## config.mk

```make
export PLATFORM = sky130hd
export DESIGN_NAME = ceb_bus_if
export DESIGN_NICKNAME = d
export VERILOG_FILES = /design/src/inc/ceb_pkg.sv /design/src/ceb_bus_if.sv
export SDC_FILE = /design/constraint.sdc
export NUM_CORES = 1
export LEC_CHECK = 0
export ABC_CLOCK_PERIOD_IN_PS = 6350
export BUFFER_PORTS_ARGS = -buffer_cell sky130_fd_sc_hd__clkbuf_2
export CAP_MARGIN = 0
export CORE_MARGIN = 2
export CORE_UTILIZATION = 40
export CTS_BUF_LIST = sky130_fd_sc_hd__clkbuf_4 sky130_fd_sc_hd__clkbuf_8
export DETAILED_ROUTE_END_ITERATION = 6
export PLACE_DENSITY = 0.67
export SLEW_MARGIN = 20
export SYNTH_ARGS = -nofsm -noshare
export SYNTH_HDL_FRONTEND = slang
export SYNTH_SLANG_ARGS = --single-unit
export TNS_END_PERCENT = 10
```

## constraint.sdc

```tcl
create_clock -name ref_clk -period 6.35 [get_ports ref_clk]
set_input_delay 0.3175 -clock ref_clk [delete_from_list [all_inputs] [get_ports ref_clk]]
set_output_delay 0.3175 -clock ref_clk [all_outputs]
set_load 0.005 [all_outputs]
```

## src/inc/ceb_pkg.sv

```systemverilog
`default_nettype none
package ceb_pkg;

    // Clock rate and hold latency figures
    localparam int CLK_PERIOD_NS  = 20;
    localparam int HOLD_SETUP_CLK = 1;
    localparam int HOLD_BASE_CLK  = 12;
    localparam int HOLD_WAIT_MUL  = 6;
    localparam int HOLD_MAX_CLK   = HOLD_SETUP_CLK + HOLD_BASE_CLK;

    // Four-phase internal clock codes
    localparam logic [1:0] PH1 = 2'h0;
    localparam logic [1:0] PH2 = 2'h1;
    localparam logic [1:0] PH3 = 2'h2;
    localparam logic [1:0] PH4 = 2'h3;

    // Reset values of pins and counters
    localparam logic [13:0] ADDR_RST = 14'h0000;
    localparam logic [7:0]  DATA_RST = 8'h00;
    localparam logic [2:0]  LVL_RST  = 3'h0;
    localparam logic [3:0]  BIDX_RST = 4'h0;

    // Kind of core request
    typedef enum logic [1:0] {
        K_RD   = 2'b00,
        K_WR   = 2'b01,
        K_BOUT = 2'b10,
        K_BIN  = 2'b11
    } ceb_kind_e;

    // Bus engine states
    typedef enum logic [2:0] {
        S_IDLE = 3'b000,
        S_MEM  = 3'b001,
        S_TURN = 3'b010,
        S_HOLD = 3'b011,
        S_BADR = 3'b100,
        S_BSTB = 3'b101,
        S_BRE  = 3'b110
    } ceb_state_e;

    // Core request: word address, write word or bit data, bit count
    typedef struct packed {
        ceb_kind_e   kind;
        logic [12:0] addr;
        logic [15:0] wdata;
        logic [3:0]  cnt;
    } ceb_req_s;

endpackage
`default_nettype wire

```

## src/ceb_bus_if.sv

```systemverilog
`timescale 1ns/1ps
`default_nettype none
// Summary of operation
// - strobe low with memory address valid
// - every word is two byte cycles
// - low address bit 0 then 1
// - read raises input direction with strobe
// - write strobe stays high in reads
// - not-ready memory stretches cycle with waits
// - after read, data stays input one clock
// - write strobe low with data and address
// - hold taken at next non-memory clock
// - following memory cycle completes before hold; here idle takes hold before any new request
// - hold acknowledged high, buses floated
// - hold release resumes processing
// - hold latency bounded by 13 plus waits
// - bit transfer reasserts address after hold
// - bit address on A2-A12, data A13
// - one strobe in second clock per output bit
// - bit input sampled next clock, no strobe
// - code sampled twice, latched when equal
module ceb_bus_if
    import ceb_pkg::*;
(
    // Clock, reset, enable
    input  wire logic       ref_clk,
    input  wire logic       rst_n,
    input  wire logic       ce,
    // Core request
    input  wire logic       req_valid,
    input  wire ceb_req_s   req,
    output logic            req_ready,
    // Core answer
    output logic            rsp_valid,
    input  wire logic       rsp_ready,
    output logic [15:0]     rsp_data,
    // Memory bus, addr_o[0] is A13
    output logic [13:0]     addr_o,
    output logic            bus_oe,
    input  wire logic [7:0] data_i,
    output logic [7:0]      data_o,
    output logic            data_oe,
    output logic            memory_cycle_strobe_n,
    output logic            write_strobe_n,
    output logic            bus_input_direction,
    input  wire logic       mem_ready,
    // Bus hold
    input  wire logic       hold_req_n,
    output logic            bus_release_ack,
    // Bit serial port
    output logic            bit_io_strobe,
    input  wire logic       bit_in,
    // Interrupt code
    input  wire logic [2:0] interrupt_level_code,
    output logic [2:0]      int_level,
    output logic            phase3_n
);

    logic [1:0]  rs;
    logic        rst_q;
    ceb_state_e  st, next_st;
    ceb_req_s    op, next_op;
    logic        byte_q, next_byte;
    logic [7:0]  lo, next_lo;
    logic [3:0]  bidx, next_bidx;
    logic [15:0] sh, next_sh;
    logic        resume, next_resume;
    logic        push;
    logic [15:0] push_data;
    logic [13:0] next_addr;
    logic [7:0]  next_dout;
    logic        next_oe, next_doe, next_mem_n, next_we_n, next_bus_input_direction, next_ack, next_stb, next_ready;
    logic        hv, next_hv, sv, next_sv, pop;
    logic [15:0] next_hd, sd, next_sd;
    logic [1:0]  ph, next_ph;
    logic [2:0]  s4, next_s4, s2, next_s2, next_lvl;
    logic        agree, next_agree, next_p3n;

    // Reset release through two flops
    always_ff @(posedge ref_clk or negedge rst_n) begin
        if (!rst_n) begin
            rs <= 2'b00;
        end else begin
            rs <= {rs[0], 1'b1};
        end
    end
    assign rst_q = rs[1];

    // Bus engine next state and pin values
    always_comb begin
        next_st     = st;
        next_op     = op;
        next_byte   = byte_q;
        next_lo     = lo;
        next_bidx   = bidx;
        next_sh     = sh;
        next_resume = resume;
        push        = 1'b0;
        push_data   = 16'h0000;
        unique case (st)
            S_IDLE: begin
                if (!hold_req_n) begin
                    next_st     = S_HOLD;
                    next_resume = 1'b0;
                end else if (req_valid && req_ready) begin
                    next_op   = req;
                    next_byte = 1'b0;
                    next_bidx = BIDX_RST;
                    next_st   = (req.kind == K_RD || req.kind == K_WR) ? S_MEM : S_BADR;
                end
            end
            S_MEM: begin
                // Waits until ready, second byte always follows
                if (mem_ready) begin
                    if (!byte_q) begin
                        next_byte = 1'b1;
                        next_lo   = data_i;
                    end else begin
                        next_sh = {8'h00, data_i};
                        next_st = (op.kind == K_RD) ? S_TURN : S_IDLE;
                    end
                end
            end
            S_TURN: begin
                push      = 1'b1;
                push_data = {lo, sh[7:0]};
                next_st   = S_IDLE;
            end
            S_BADR: begin
                if (!hold_req_n) begin
                    next_st     = S_HOLD;
                    next_resume = 1'b1;
                end else begin
                    next_st = S_BSTB;
                end
            end
            S_BSTB: begin
                if (op.kind == K_BIN) begin
                    next_sh[bidx] = bit_in;
                end
                next_bidx = bidx + 4'h1;
                if (bidx == 4'(op.cnt - 4'h1)) begin
                    next_st   = S_IDLE;
                    push      = (op.kind == K_BIN);
                    push_data = next_sh;
                end else begin
                    next_st = S_BADR;
                end
            end
            S_HOLD: begin
                if (hold_req_n) begin
                    next_st = resume ? S_BRE : S_IDLE;
                end
            end
            S_BRE: next_st = S_BADR;
            default: next_st = S_IDLE;
        endcase

        // Pins follow the state being entered
        next_ack   = (next_st == S_HOLD);
        next_oe    = !next_ack;
        next_mem_n = 1'b1;
        next_we_n  = 1'b1;
        next_bus_input_direction  = 1'b0;
        next_doe   = 1'b0;
        next_dout  = DATA_RST;
        next_addr  = ADDR_RST;
        next_stb   = 1'b0;
        if (next_st == S_MEM) begin
            next_mem_n = 1'b0;
            next_addr  = {next_op.addr, next_byte};
            next_bus_input_direction  = (next_op.kind == K_RD);
            next_we_n  = (next_op.kind != K_WR);
            next_doe   = (next_op.kind == K_WR);
            next_dout  = next_byte ? next_op.wdata[7:0] : next_op.wdata[15:8];
        end else if (next_st == S_BADR || next_st == S_BSTB || next_st == S_BRE) begin
            next_addr = {2'h0, 11'(next_op.addr[10:0] + {7'h00, next_bidx}),
                         next_op.wdata[next_bidx] & (next_op.kind == K_BOUT)};
            next_stb  = (next_st == S_BSTB) && (next_op.kind == K_BOUT);
        end
        next_ready = (next_st == S_IDLE) && !(next_hv && next_sv);
    end

    // Bus engine and pin registers
    always_ff @(posedge ref_clk or negedge rst_q) begin
        if (!rst_q) begin
            st                    <= S_IDLE;
            op                    <= '0;
            byte_q                <= 1'b0;
            lo                    <= DATA_RST;
            bidx                  <= BIDX_RST;
            sh                    <= 16'h0000;
            resume                <= 1'b0;
            addr_o                <= ADDR_RST;
            bus_oe                <= 1'b1;
            data_o                <= DATA_RST;
            data_oe               <= 1'b0;
            memory_cycle_strobe_n <= 1'b1;
            write_strobe_n        <= 1'b1;
            bus_input_direction   <= 1'b0;
            bus_release_ack       <= 1'b0;
            bit_io_strobe         <= 1'b0;
            req_ready             <= 1'b0;
        end else if (ce) begin
            st                    <= next_st;
            op                    <= next_op;
            byte_q                <= next_byte;
            lo                    <= next_lo;
            bidx                  <= next_bidx;
            sh                    <= next_sh;
            resume                <= next_resume;
            addr_o                <= next_addr;
            bus_oe                <= next_oe;
            data_o                <= next_dout;
            data_oe               <= next_doe;
            memory_cycle_strobe_n <= next_mem_n;
            write_strobe_n        <= next_we_n;
            bus_input_direction   <= next_bus_input_direction;
            bus_release_ack       <= next_ack;
            bit_io_strobe         <= next_stb;
            req_ready             <= next_ready;
        end
    end

    // Two-entry answer buffer, head is the output register
    always_comb begin
        pop     = hv && rsp_ready;
        next_hv = hv;
        next_sv = sv;
        next_hd = rsp_data;
        next_sd = sd;
        if (pop) begin
            if (sv) begin
                next_hd = sd;
                next_sv = push;
                next_sd = push_data;
            end else begin
                next_hv = push;
                next_hd = push_data;
            end
        end else if (push) begin
            if (!hv) begin
                next_hv = 1'b1;
                next_hd = push_data;
            end else begin
                next_sv = 1'b1;
                next_sd = push_data;
            end
        end
    end

    always_ff @(posedge ref_clk or negedge rst_q) begin
        if (!rst_q) begin
            hv       <= 1'b0;
            sv       <= 1'b0;
            rsp_data <= 16'h0000;
            sd       <= 16'h0000;
        end else if (ce) begin
            hv       <= next_hv;
            sv       <= next_sv;
            rsp_data <= next_hd;
            sd       <= next_sd;
        end
    end
    assign rsp_valid = hv;

    // Four-phase counter and filtered interrupt code
    always_comb begin
        next_ph    = ph + 2'h1;
        next_s4    = s4;
        next_s2    = s2;
        next_agree = agree;
        next_lvl   = int_level;
        if (ph == PH4) begin
            next_s4 = interrupt_level_code;
        end
        if (ph == PH2) begin
            next_s2    = interrupt_level_code;
            next_agree = (s4 == interrupt_level_code);
        end
        if (ph == PH1 && agree) begin
            next_lvl = s2;
        end
        next_p3n = (next_ph != PH3);
    end

    always_ff @(posedge ref_clk or negedge rst_q) begin
        if (!rst_q) begin
            ph        <= PH1;
            s4        <= LVL_RST;
            s2        <= LVL_RST;
            agree     <= 1'b0;
            int_level <= LVL_RST;
            phase3_n  <= 1'b1;
        end else if (ce) begin
            ph        <= next_ph;
            s4        <= next_s4;
            s2        <= next_s2;
            agree     <= next_agree;
            int_level <= next_lvl;
            phase3_n  <= next_p3n;
        end
    end

    // Hold latency counter, wait clocks excluded
    logic [4:0] hcnt;
    always_ff @(posedge ref_clk or negedge rst_q) begin
        if (!rst_q) begin
            hcnt <= 5'h00;
        end else if (ce) begin
            if (hold_req_n || st == S_HOLD) begin
                hcnt <= 5'h00;
            end else if (!(st == S_MEM && !mem_ready)) begin
                hcnt <= hcnt + 5'h01;
            end
        end
    end
endmodule // ceb_bus_if
`default_nettype wire

```

==> out/metrics.yaml <==
detailed_routing:
  antenna_left: 0
  dr.pass1.iters: 5
  wl_per_cell_um: 17.6
  vias: 6566
  viasPerCell: 5.58
  drc: 0
  wirelength_mm: 20.7
  drt-initial-drc-count: 531
sta:
  tightest_slew_ns: 0.960
  rsz0062_at_grt: "false"
  finalClockSkew_ns: 0.0164
  layout_min_cycle_time_ns: 3.69
  fin_ws_ns: 2.66
  relSlewSlack_pct: 36.0
  hold_viol: 0
  fin_crit_sh_pct: 58.2
  final_max_slew_viol_count: 0
  fmax_mhz: 271
  setup_viol_count_final: 0
  tns_ns: 0
synth:
  synth_seq_cells: 147
  synth_cell_types: 77
  yosys_warnings: 0
  avgSynthCellArea_um2: 9.88
  syn_area_mm2: 0.00810
  syn-num-nets: 886
  seq_area_frac_synth_pct: 45.5
  async_flop_share_pct: 100
  synth_cells: 820
  synthFlopType: "dfrtp_1"
  synth_edf_count: 0
floorplanning:
  ioPinCount: 105
  die_h_um: 146
  coreArea_mm2: 0.0200
  rows: 52
  chipWidth_um: 146
  die-area_mm2: 0.0214
  initial_core_util_pct: 40.4
pwr:
  clockPowerShare_pct: 17.9
  p_leak_nw: 4.10
  power_switching_share_pct: 41.3
  vdd_drop_max_v: 0.000198
  power.switching_mw: 1.71
  seqPwrFrac_pct: 40.0
  p_per_area_mw_per_mm2: 450
  p_int_mw: 2.43
  comb_power_share_pct: 42.0
global_routing:
  track_usage_pct: 19.7
  grt_pass1_vias: 6318
  met3_usage_pct: 4.78
  gr-usage-met1_pct: 26.2
  grt_max_degree: 76
  grt_pass1_wl_mm: 33.6
  antenna_found_initial: 0
  grt_overflow: 0
  gr-max-usage-layer: "met2"
  use_met2_pct: 31.9
finish:
  diodes: 0
  num-fill-cells: 1975
  layout-drive-gt1-share_pct: 26.5
  syn2layout_area_growth_pct: 13.5
  mostFrequentLayoutCells: "dfrtp_1 (142), clkbuf_2 (104), a21oi_1 (83), nand2_1 (83), mux2_2 (61)"
  layout_commonest_cell: "dfrtp_1"
  final_nets: 960
run:
  drv_cap: 0
setup_path:
  critPathArrivalTime_ns: 3.98
  path_max_fanout: 30
  critical_path_class: "reg -> reg"
  start_kind: "flip-flop"
  worstPathRequired_ns: 6.64
  end_kind: "flip-flop"
clocking:
  clk_pin_slew_ns: 0.10
  cts_hold_buf: 1
  cts_setup_buffers: 0
  clock_path_buffers: 2
  cts_sinks: 147
  cts_tree: "built"
  cts-root-buf: "clkbuf_8"
  insertion_delay_ns: 0.46
  cts-resized-gates: 0
  numCtsBuffers: 17
  htreeDepth: 4
placed_design:
  dp_hpwl_mm: 14.5
  preCtsSetupSlack_ns: 2.57
  port_buffers: 104
  gp_congestion: 0.850
status:
  status: "complete, no violations"
worst_hold_path:
  min_path_type: "in -> reg"
[path summary, 6_finish.rpt]
path,from,end,slack [ns],cells past startpoint
worst min register to register,rs[0],rs[1],0.35,0
worst min-delay path,req[11],op[11],0.08,2
max in group asynchronous,rs[1],memory_cycle_strobe_n,4.64,2
min in group asynchronous,rst_n,rs[1],0.18,2
worst max-delay path,st[0],addr_o[11],2.66,12
worst max register to register,st[0],addr_o[11],2.66,12
[metal layers]
metal  vias to the layer above  wire length (um)
met5                         -                 0
met4                         0               453
met3                        35              1330
met2                       217              9870
met1                      3188              9070
li1                       3126                 -
[Yosys cell counts (all sizes together), types with 2 or more instances]
master   count  area [um^2]
dfrtp      143         3580
nand2       84          318
a21oi       83          415
mux2        62          698
nor2        56          215
o21ai       54          274
clkbuf      30          113
nand3       28          145
buf         27          148
mux2i       25          250
inv         23         86.3
nor3        14         75.1
o2bb2ai     14          179
ha          12          150
and3        11         68.8
o22ai       11         68.8
a32oi       10         87.6
xnor2       10          133
a22oi        9         67.6
xor2         9         78.8
a211oi       8         65.1
o311a        8         80.1
nand3b       7         52.6
a31oi        5         31.3
nand4        5         31.3
o21a         5         37.5
o221ai       5         43.8
or3          5         31.3
dfstp        4          105
nor2b        4         25.0
nor3b        4         35.0
or2          4         25.0
nand2b       3         18.8
nor4         3         18.8
o41ai        3         45.1
a21o         2         15.0
a311o        2         20.0
a31o         2         17.5
and2         2         12.5
and3b        2         17.5
and4         2         17.5
nand4b       2         17.5
o21bai       2         15.0
o22a         2         17.5
[final cells by class]
cell class	count	area, um^2	area share [%]
sequential	147	3690	40.1
clock buffer	19	255	2.78
inverter	23	86.3	0.939
clock inverter	13	136	1.48
multi-input combinational	593	4090	44.5
tap	270	338	3.67
timing repair buffer	112	603	6.56
[stage by stage]
| step | total power [mW] | hold slack [ns] | area, um^2 | utilization, % | instances |
|---|---|---|---|---|---|
| finish | 4.14 | 0.0781 | 9190 | 45.9 | 1177 |
| CTS | 4.16 | 0.0576 | 9150 | 45.7 | 1176 |
| detailed placement | 3.40 | 0.108 | 8750 | 43.7 | 1143 |
| global placement | 3.37 | 0.105 | 8750 | 43.7 | 1143 |
| floorplan | 2.91 | 0.0219 | 8100 | - | 820 |
| global route | 4.46 | 0.0602 | 9190 | 45.9 | 1177 |
[power by group through the flow]
stage | clock [mW] | sequential [mW] | combinational [mW]
3_5_place_dp | 0 | 1.67 | 1.73
6_report | 0.742 | 1.66 | 1.74
3_3_place_gp | 0 | 1.66 | 1.71
4_1_cts | 0.762 | 1.65 | 1.74
5_1_grt | 0.796 | 1.72 | 1.95
2_1_floorplan | 0 | 1.54 | 1.37
[sequential cells by signal, indices dropped and copies added, names as in the netlist, 2 cells and up]
register,flops
ph,2
data_o,8
op,35
rs,2
sh,16
addr_o,14
int_level,3
s2,3
rsp_data,16
bidx,4
st,3
lo,8
s4,3
sd,16
[logic make-up after synthesis]
family          after synthesis  synth area share, %
mux                          87                 11.7
compound gates              232                 19.2
flops                       147                 45.5
other cells                   1               0.0463
fa+ha+maj                    13                 1.98
simple gates                240                 14.4
buf+inv                      80                 4.28
xor+xnor                     20                 2.89
[worst max-delay path: stages (launching register included)]
cell,delay [ns]
dfrtp_1,0.55
or3b_1,0.49
nor2_2,0.28
buf_4,0.41
mux2i_1,0.32
inv_1,0.07
ha_1,0.21
or2_2,0.30
nor4_1,0.35
nor3_1,0.16
nand3b_1,0.14
xnor2_1,0.12
o221ai_1,0.13
Note: power is estimated with default switching activity, not from simulation.
